===== src/aso_pkg.sv =====
// Purpose: Shared constants and opcode encoding for the accumulator stack datapath.
// Assumes: One instruction word per cycle, opcode in the high byte, immediate in the low byte.
// Notes: Load data, float results and pointer constants arrive on a separate operand port.
// Notes on behaviour
// - Stack deepen copies register three to four and two to three.
// - Stack raise copies register three to two and four to three.
// - Deepen before a load keeps the earlier intermediate value in register three.
// - Load moves register one to two, then puts fetched value in one.
// - Float two-operand op writes one, moves three to two, four to three.
// - Byte add puts lowest byte of register one plus constant back there.
// - Byte subtract puts lowest byte of register one minus constant back there.
// - No carry or borrow beyond lowest byte; upper bytes and register two stay.
// - Stack moves, byte ops and pointer adds ignore and keep status bits.
// - Pointer one add sign-extends a 16-bit offset to 24 bits, adds low bits.
// - Area field bits 24 to 26 of the pointer stay unchanged.
// - Register form takes signed offset from low half of register one.
// - Immediate form takes offset from the pointer constant in the instruction.
// - Pointer two add works the same, both register and immediate forms.
// - Display marker carries a number 0 to 255 and does nothing.
// - All-zero instruction word is a null operation.
// - All-ones instruction word is a second null operation.
package aso_pkg;

    localparam int unsigned WORD_W = 32;
    localparam int unsigned INSTR_W = 16;
    localparam int unsigned OPC_W = 8;
    localparam int unsigned IMM_W = 8;
    localparam int unsigned OFFS_W = 16;
    localparam int unsigned REL_W = 24;
    localparam int unsigned OPC_LSB = 8;
    localparam int unsigned HALF_W = 16;

    localparam logic [WORD_W-1:0] WR_RESET = 32'h0000_0000;
    localparam logic [WORD_W-1:0] PTR_RESET = 32'h0000_0000;
    localparam logic [INSTR_W-1:0] WORD_ALL_ZERO = 16'h0000;
    localparam logic [INSTR_W-1:0] WORD_ALL_ONES = 16'hFFFF;

    // Opcode byte of the instruction word
    typedef enum logic [OPC_W-1:0] {
        ASO_OP_NULL_ZEROS = 8'h00,
        ASO_OP_DEEPEN = 8'h01,
        ASO_OP_RAISE = 8'h02,
        ASO_OP_BYTE_ADD = 8'h03,
        ASO_OP_BYTE_SUB = 8'h04,
        ASO_OP_MARKER = 8'h05,
        ASO_OP_LOAD = 8'h06,
        ASO_OP_FLOAT = 8'h07,
        ASO_OP_PTR1_REG = 8'h08,
        ASO_OP_PTR1_IMM = 8'h09,
        ASO_OP_PTR2_REG = 8'h0A,
        ASO_OP_PTR2_IMM = 8'h0B,
        ASO_OP_NULL_ONES = 8'hFF
    } aso_op_e;

endpackage

===== src/aso_core.sv =====
// Purpose: Execute stack moves, lowest-byte add and subtract, and pointer offset adds.
// Assumes: Every valid instruction completes in the cycle it is taken.
// Notes: Status word lives outside this block and is never touched from here.
`timescale 1ns/1ps
module aso_core (
    input wire logic core_clk, // 250 MHz core clock
    input wire logic nrst, // Asynchronous reset, active low
    input wire logic instr_valid, // Instruction word present this cycle
    input wire logic [15:0] instr_word, // Opcode high byte, immediate low byte
    input wire logic [31:0] instr_operand, // Load data, float result or pointer constant
    output logic [31:0] working_register_1, // Top of the working stack
    output logic [31:0] working_register_2, // Second stack entry
    output logic [31:0] working_register_3, // Third stack entry
    output logic [31:0] working_register_4, // Bottom stack entry
    output logic [31:0] pointer_reg_one, // Address register one
    output logic [31:0] pointer_reg_two, // Address register two
    output logic instr_done, // Pulse one cycle after a valid word
    output logic instr_unknown // Pulse for an undefined opcode
);

    logic [31:0] wr1_reg;
    logic [31:0] wr2_reg;
    logic [31:0] wr3_reg;
    logic [31:0] wr4_reg;
    logic [31:0] ptr1_reg;
    logic [31:0] ptr2_reg;
    logic done_reg;
    logic unknown_reg;

    logic [31:0] wr1_next;
    logic [31:0] wr2_next;
    logic [31:0] wr3_next;
    logic [31:0] wr4_next;
    logic [31:0] ptr1_next;
    logic [31:0] ptr2_next;
    logic unknown_next;

    logic [7:0] opc;
    logic [7:0] imm_byte;
    logic is_null_word;
    logic [7:0] wr1_lowest_byte;
    logic [15:0] wr1_low_half;
    logic [7:0] byte_sum;
    logic [7:0] byte_diff;
    logic [15:0] reg_offset;
    logic [15:0] imm_offset;
    logic [23:0] reg_offset_ext;
    logic [23:0] imm_offset_ext;

    // Field split of the instruction word
    assign opc = instr_word[aso_pkg::OPC_LSB +: aso_pkg::OPC_W];
    assign imm_byte = instr_word[aso_pkg::IMM_W-1:0];

    // Whole-word null patterns win over any opcode decode
    assign is_null_word = (instr_word == aso_pkg::WORD_ALL_ZERO) ||
                          (instr_word == aso_pkg::WORD_ALL_ONES);

    // Byte arithmetic is 8 bits wide, so carry and borrow fall off
    assign wr1_lowest_byte = wr1_reg[aso_pkg::IMM_W-1:0];
    assign byte_sum = wr1_lowest_byte + imm_byte;
    assign byte_diff = wr1_lowest_byte - imm_byte;

    // Offsets: register form from low half, immediate from the pointer constant
    assign wr1_low_half = wr1_reg[aso_pkg::HALF_W-1:0];
    assign reg_offset = wr1_low_half;
    assign imm_offset = instr_operand[aso_pkg::OFFS_W-1:0];

    // Sign extension to the relative address width
    assign reg_offset_ext = {{(aso_pkg::REL_W-aso_pkg::OFFS_W){reg_offset[aso_pkg::OFFS_W-1]}},
                             reg_offset};
    assign imm_offset_ext = {{(aso_pkg::REL_W-aso_pkg::OFFS_W){imm_offset[aso_pkg::OFFS_W-1]}},
                             imm_offset};

    // Pointer add keeps the top byte, area field included
    function automatic logic [31:0] ptr_add(input logic [31:0] ptr, input logic [23:0] offs);
        logic [23:0] rel;
        rel = ptr[aso_pkg::REL_W-1:0] + offs;
        ptr_add = {ptr[aso_pkg::WORD_W-1:aso_pkg::REL_W], rel};
    endfunction

    // Next value of the top working register
    always_comb begin
        wr1_next = wr1_reg;
        if (instr_valid && !is_null_word) begin
            case (opc)
                aso_pkg::ASO_OP_LOAD: begin
                    wr1_next = instr_operand;
                end
                aso_pkg::ASO_OP_FLOAT: begin
                    wr1_next = instr_operand;
                end
                aso_pkg::ASO_OP_BYTE_ADD: begin
                    wr1_next = {wr1_reg[aso_pkg::WORD_W-1:aso_pkg::IMM_W], byte_sum};
                end
                aso_pkg::ASO_OP_BYTE_SUB: begin
                    wr1_next = {wr1_reg[aso_pkg::WORD_W-1:aso_pkg::IMM_W], byte_diff};
                end
                default: begin
                    wr1_next = wr1_reg;
                end
            endcase
        end
    end

    // Next value of the second working register
    always_comb begin
        wr2_next = wr2_reg;
        if (instr_valid && !is_null_word) begin
            case (opc)
                aso_pkg::ASO_OP_LOAD: begin
                    wr2_next = wr1_reg;
                end
                aso_pkg::ASO_OP_RAISE: begin
                    wr2_next = wr3_reg;
                end
                aso_pkg::ASO_OP_FLOAT: begin
                    wr2_next = wr3_reg;
                end
                default: begin
                    wr2_next = wr2_reg;
                end
            endcase
        end
    end

    // Next value of the third working register
    always_comb begin
        wr3_next = wr3_reg;
        if (instr_valid && !is_null_word) begin
            case (opc)
                aso_pkg::ASO_OP_DEEPEN: begin
                    // A following load leaves this copy alone
                    wr3_next = wr2_reg;
                end
                aso_pkg::ASO_OP_RAISE: begin
                    wr3_next = wr4_reg;
                end
                aso_pkg::ASO_OP_FLOAT: begin
                    wr3_next = wr4_reg;
                end
                default: begin
                    wr3_next = wr3_reg;
                end
            endcase
        end
    end

    // Next value of the bottom working register
    always_comb begin
        wr4_next = wr4_reg;
        if (instr_valid && !is_null_word) begin
            case (opc)
                aso_pkg::ASO_OP_DEEPEN: begin
                    wr4_next = wr3_reg;
                end
                default: begin
                    wr4_next = wr4_reg;
                end
            endcase
        end
    end

    // Next values of both address registers
    always_comb begin
        ptr1_next = ptr1_reg;
        ptr2_next = ptr2_reg;
        if (instr_valid && !is_null_word) begin
            case (opc)
                aso_pkg::ASO_OP_PTR1_REG: begin
                    ptr1_next = ptr_add(ptr1_reg, reg_offset_ext);
                end
                aso_pkg::ASO_OP_PTR1_IMM: begin
                    ptr1_next = ptr_add(ptr1_reg, imm_offset_ext);
                end
                aso_pkg::ASO_OP_PTR2_REG: begin
                    ptr2_next = ptr_add(ptr2_reg, reg_offset_ext);
                end
                aso_pkg::ASO_OP_PTR2_IMM: begin
                    ptr2_next = ptr_add(ptr2_reg, imm_offset_ext);
                end
                default: begin
                    ptr1_next = ptr1_reg;
                    ptr2_next = ptr2_reg;
                end
            endcase
        end
    end

    // Undefined opcodes are flagged but change nothing
    always_comb begin
        unknown_next = 1'b0;
        if (instr_valid && !is_null_word) begin
            case (opc)
                aso_pkg::ASO_OP_NULL_ZEROS,
                aso_pkg::ASO_OP_DEEPEN,
                aso_pkg::ASO_OP_RAISE,
                aso_pkg::ASO_OP_BYTE_ADD,
                aso_pkg::ASO_OP_BYTE_SUB,
                aso_pkg::ASO_OP_MARKER,
                aso_pkg::ASO_OP_LOAD,
                aso_pkg::ASO_OP_FLOAT,
                aso_pkg::ASO_OP_PTR1_REG,
                aso_pkg::ASO_OP_PTR1_IMM,
                aso_pkg::ASO_OP_PTR2_REG,
                aso_pkg::ASO_OP_PTR2_IMM,
                aso_pkg::ASO_OP_NULL_ONES: begin
                    unknown_next = 1'b0;
                end
                default: begin
                    unknown_next = 1'b1;
                end
            endcase
        end
    end

    // Top working register
    always_ff @(posedge core_clk or negedge nrst) begin
        if (!nrst) begin
            wr1_reg <= aso_pkg::WR_RESET;
        end else begin
            wr1_reg <= wr1_next;
        end
    end

    // Second working register
    always_ff @(posedge core_clk or negedge nrst) begin
        if (!nrst) begin
            wr2_reg <= aso_pkg::WR_RESET;
        end else begin
            wr2_reg <= wr2_next;
        end
    end

    // Third working register
    always_ff @(posedge core_clk or negedge nrst) begin
        if (!nrst) begin
            wr3_reg <= aso_pkg::WR_RESET;
        end else begin
            wr3_reg <= wr3_next;
        end
    end

    // Bottom working register
    always_ff @(posedge core_clk or negedge nrst) begin
        if (!nrst) begin
            wr4_reg <= aso_pkg::WR_RESET;
        end else begin
            wr4_reg <= wr4_next;
        end
    end

    // Address register one; no status flags from the add, by design
    always_ff @(posedge core_clk or negedge nrst) begin
        if (!nrst) begin
            ptr1_reg <= aso_pkg::PTR_RESET;
        end else begin
            ptr1_reg <= ptr1_next;
        end
    end

    // Address register two
    always_ff @(posedge core_clk or negedge nrst) begin
        if (!nrst) begin
            ptr2_reg <= aso_pkg::PTR_RESET;
        end else begin
            ptr2_reg <= ptr2_next;
        end
    end

    // Completion and undefined-opcode pulses
    always_ff @(posedge core_clk or negedge nrst) begin
        if (!nrst) begin
            done_reg <= 1'b0;
            unknown_reg <= 1'b0;
        end else begin
            done_reg <= instr_valid;
            unknown_reg <= unknown_next;
        end
    end

    // Outputs straight from flip-flops
    assign working_register_1 = wr1_reg;
    assign working_register_2 = wr2_reg;
    assign working_register_3 = wr3_reg;
    assign working_register_4 = wr4_reg;
    assign pointer_reg_one = ptr1_reg;
    assign pointer_reg_two = ptr2_reg;
    assign instr_done = done_reg;
    assign instr_unknown = unknown_reg;

endmodule


===== config.mk =====
export PLATFORM = sky130hd
export DESIGN_NAME = aso_core
export DESIGN_NICKNAME = d
export VERILOG_FILES = /design/src/aso_pkg.sv /design/src/aso_core.sv
export SDC_FILE = /design/constraint.sdc
export NUM_CORES = 1
export LEC_CHECK = 0
export BUFFER_PORTS_ARGS = -buffer_cell sky130_fd_sc_hd__buf_2
export CAP_MARGIN = 20
export CORE_MARGIN = 3
export CORE_UTILIZATION = 55
export CTS_CLUSTER_DIAMETER = 150
export DETAILED_ROUTE_END_ITERATION = 12
export GPL_TIMING_DRIVEN = 0
export PLACE_DENSITY = 0.8
export SETUP_SLACK_MARGIN = 0.2
export SYNTH_ARGS = -nofsm -noshare
export SYNTH_HDL_FRONTEND = slang
export SYNTH_SLANG_ARGS = --single-unit

===== constraint.sdc =====
create_clock -name core_clk -period 3.8 [get_ports core_clk]
set_input_delay 0.19 -clock core_clk [delete_from_list [all_inputs] [get_ports core_clk]]
set_output_delay 0.19 -clock core_clk [all_outputs]
set_load 0.05 [all_outputs]

==> metrics.log <==
[metrics] number of nets still failing antenna checks after routing: 0
[metrics] library cell occupying the most area in the post-synthesis netlist: dfrtp_1
[metrics] Inserted Clock Buffers: 17
[metrics] Num Clock Sinks: 178
[metrics] classification of the worst-slack hold path: in2reg
[metrics] final hold slack: 0.03637 ns
[metrics] net total in the final layout: 1513
[metrics] Avg WL per Cell: 18.39 um
[metrics] ratio of routed vias to standard cells: 5.626
[metrics] placeable core region: 18890 um^2
[metrics] number of rows in the core area: 50
[metrics] via count of the first global-routing pass: 9220
[metrics] Clock Skews: 0.01192 ns
[metrics] start-to-end type of the worst setup path: in2reg
[metrics] clock latency reported for the late side of the worst-skew pair: 0.43 ns
[metrics] sequential element share of the synthesized area: 41.81%
[metrics] P&R area growth vs syn: 25.69%
[metrics] summed negative setup slack over all endpoints: 0 ns
[metrics] post-route fraction of the period consumed by the critical path: 94.39%
[metrics] # diodes: 0
[metrics] synthesized cell area: 10650 um^2
[metrics] Synth Warn #: 0
[metrics] reported net switching power: 0.001944 W
[metrics] DRT Wirelength: 30810 um
[metrics] total power after layout: 0.005256 W
[metrics] CP Launch Type: primary input
[metrics] signal arrival time at the worst endpoint: 3.95 ns
[metrics] router iterations before antenna repair: 4
[metrics] multiplexer area fraction after synthesis: 15.20%
[metrics] horizontal die dimension: 145.2 um
[metrics] cell count after placement: 1607
[metrics] mean instance size in the synthesized netlist: 9.632 um^2
[metrics] H-tree lvl count: 4
[metrics] wire length of the first global-routing pass: 49460 um
[metrics] final worst path period need: 3.587 ns
[metrics] cell at the root of the clock tree: clkbuf_16
[metrics] estimated wirelength of the detail-placed design: 22430 um
[metrics] clock network fraction of design power: 33.0%
[metrics] Max-slew headroom: 36.07%
[metrics] Crit. End Element: flip-flop
[metrics] ys async rst share: 100.0%
[metrics] final global-route overflow total: 0
[metrics] total via count after detailed routing: 9423
[metrics] setup-violating endpoint count in the final report: 0
[metrics] static leakage: 7.355 nW
[metrics] area of the die: 21070 um^2
[metrics] Synth Area in Simple Gates: 13.61%
[metrics] Synth Area in Compound Gates: 14.24%
[metrics] Yosys cell types: 66
[metrics] Die Height: 145.2 um
[metrics] switching power share of the total: 36.99%
[metrics] ranking of synthesized cells by area: dfrtp_1 (42%), mux2i_1 (7.0%), ha_1 (6.7%)
[metrics] power per standard cell area: 392.6 nW/um^2
[metrics] maximum fanout along the worst path: 6
[metrics] placer congestion estimate: 0.9001
[metrics] cell-internal power: 0.003312 W
[metrics] count of final max-slew check failures: 0
[metrics] Post-Layout Cell Count: 1675
[metrics] count of buffers from port buffering: 225
[metrics] Syn Inst Count: 1106
[metrics] unrepaired setup endpoints after global routing: true
[metrics] synthesized-area fraction occupied by xor and xnor cells: 3.453%
[metrics] initial antenna violation count: 0
[metrics] most used flip-flop cell after synthesis: dfrtp_1
[metrics] Initial Utilization: 56.38%
[metrics] share of total power in sequential cells: 41.3%
[metrics] clock tree from TritonCTS: built
[metrics] flip-flop and latch count after synthesis: 178
[metrics] Final Hold Vio Count: 0
[metrics] maximum number of pins on one net before global-route repair: 114
[metrics] DRC errors left: 0
[metrics] # Max-Cap Violations: 0
[metrics] clock slew at reported path FFs: 0.07 ns
[metrics] Peak Freq: 0.2788 GHz
[metrics] global routing usage summed across all routing layers: 28.92%
[metrics] outcome: complete, no violations
[metrics] number of buffers on the longest clock path: 2
[metrics] layout cell share with drive strength beyond 1: 29.75%
[metrics] CP required: 4.16 ns
[metrics] number of violations reported at the end of detailed-routing iteration 0: 457
[metrics] number of enable flip-flop cells after synthesis: 0
[metrics] top cell type's share of synthesized area: 41.81%
[metrics] share of total power in combinational logic: 25.6%
[metrics] I/O pin total: 245
[metrics] Synth Area in Adders: 7.259%
[metrics] Slew @ Worst Pin: 0.9590 ns
[metrics] dominant combinational cell family by area after synthesis: multiplexers
[metrics] highest ir drop seen on vdd: 296.2 uV
-- routing by layer --
layer | track usage, % | vias to the layer above | wire [um]
met1 | 36.63 | 4550 | 12670
li1 | - | 4478 | -
met5 | 0 | - | 0
met3 | 6.121 | 72 | 1957
met2 | 49.30 | 323 | 15100
met4 | 10.21 | 0 | 1078
-- sequential cells by signal (all words and copies together), names as in the netlist --
register,count
working_register_1,32
working_register_2,32
working_register_3,32
working_register_4,32
pointer_reg_one,24
pointer_reg_two,24
instr_done,1
instr_unknown,1
-- power groups by stage --
| stage | clock network [W] | registers [W] | logic [W] |
|---|---|---|---|
| 2_1_floorplan | 0 | 0.00261 | 0.000516 |
| 3_3_place_gp | 0 | 0.00220 | 0.00128 |
| 3_5_place_dp | 0 | 0.00221 | 0.00131 |
| 4_1_cts | 0.00177 | 0.00217 | 0.00134 |
| 5_1_grt | 0.00185 | 0.00219 | 0.00145 |
| 6_report | 0.00174 | 0.00217 | 0.00135 |
-- worst paths after layout --
kind                                  startpoint                endpoint  slack (ns)  cells past startpoint
setup / recovery                  instr_word[13]     pointer_reg_one[16]        0.21                     18
hold / removal                 instr_operand[15]  working_register_1[15]        0.04                      3
setup reg to reg           working_register_1[6]     pointer_reg_two[15]        0.82                     11
hold reg to reg              pointer_reg_one[23]     pointer_reg_one[23]        0.48                      1
max in group asynchronous                   nrst     pointer_reg_one[18]        2.54                      3
min in group asynchronous                   nrst  working_register_1[30]        0.43                      2
-- metrics by stage --
stage	utilization (%)	setup slack [ns]	instance area [um^2]
2_1_floorplan	-	0.2017	10870
3_3_place_gp	65.20	-0.4013	12320
3_5_place_dp	65.40	-0.4351	12360
4_1_cts	70.15	0.2043	13250
5_1_grt	70.87	0.1325	13390
6_report	70.87	0.2131	13390
-- cells in the mapped netlist (all sizes together), types with 2 or more instances --
cell and n:
a22oi 2, a21o 18, o21ai 105, dfrtp 178
mux2i 74, a211oi 7, nand4 8, clkbuf 31
nand2b 8, xor2 22, o21bai 4, inv 27
buf 36, a31oi 4, a21boi 3, nor3 13
o21a 9, a21oi 72, nor3b 5, o2111ai 2
and3 3, nor2 66, and2 4, o31ai 9
nand3b 2, nor2b 5, nand3 21, nand2 185
or4 4, a311oi 2, o211ai 5, mux2 68
or3 2, ha 57, fa 3, a31o 2
xnor2 20
-- kinds of logic (layout without fill, tap and decap cells) --
group	count (synthesis)	in the layout
muxes	142	142
buffers and inverters	95	389
AOI/OAI and AO/OA	256	256
and+or+nand+nor	332	332
DFF	178	178
other	1	16
adders and majority gates	60	60
xor gates and xnor gates	42	42
-- what timing repair did --
item | in CTS | in global routing
pin swaps | 8 | 14
gates resized for setup | 7 | 36
setup buffers | 9 | 5
setup endpoints to repair | 10 | 19
endpoints found under the hold margin | 133 | 0
hold buffers | 22 | 0
-- worst max-delay path, stage by stage --
cell and delay, ns:
buf_2 0.10, or4_4 0.52, buf_6 0.15, nor3_4 0.18, nand3_4 0.14, clkbuf_16 0.21, buf_4 0.16, mux2_2 0.30
ha_1 0.31, o21ai_0 0.21, a21oi_2 0.07, o21ai_2 0.16, a211oi_2 0.11, buf_4 0.15, o211a_1 0.23, o21a_1 0.20
or4_1 0.46, nand3_1 0.09
-- area by class of cell --
class                   instances  area [um^2]
multi-input cells             848         6010
fillers                      1498         5504
flip-flops and latches        178         4454
repair buffers                262         1489
clock buffers                  17        425.4
plain buffers                  67        421.7
well taps                     260        325.3
clock inverters                15        158.9
inverters                      28        105.1
-- cells in the final DEF (no fill, tap or decap), drive strengths merged, types with 5 or more instances in the layout --
cell type and instances:
a211oi 7, a21o 18, a21oi 72, buf 277, clkbuf 47, clkinv 6, conb 16, dfrtp 178
dlygate4sd3 22, ha 57, inv 37, mux2 68, mux2i 74, nand2 185, nand2b 8, nand3 21
nand4 8, nor2 66, nor2b 5, nor3 13, nor3b 5, o211ai 5, o21a 9, o21ai 105
o31ai 9, xnor2 20, xor2 22
No activity file was read; power rests on OpenSTA's default activity.
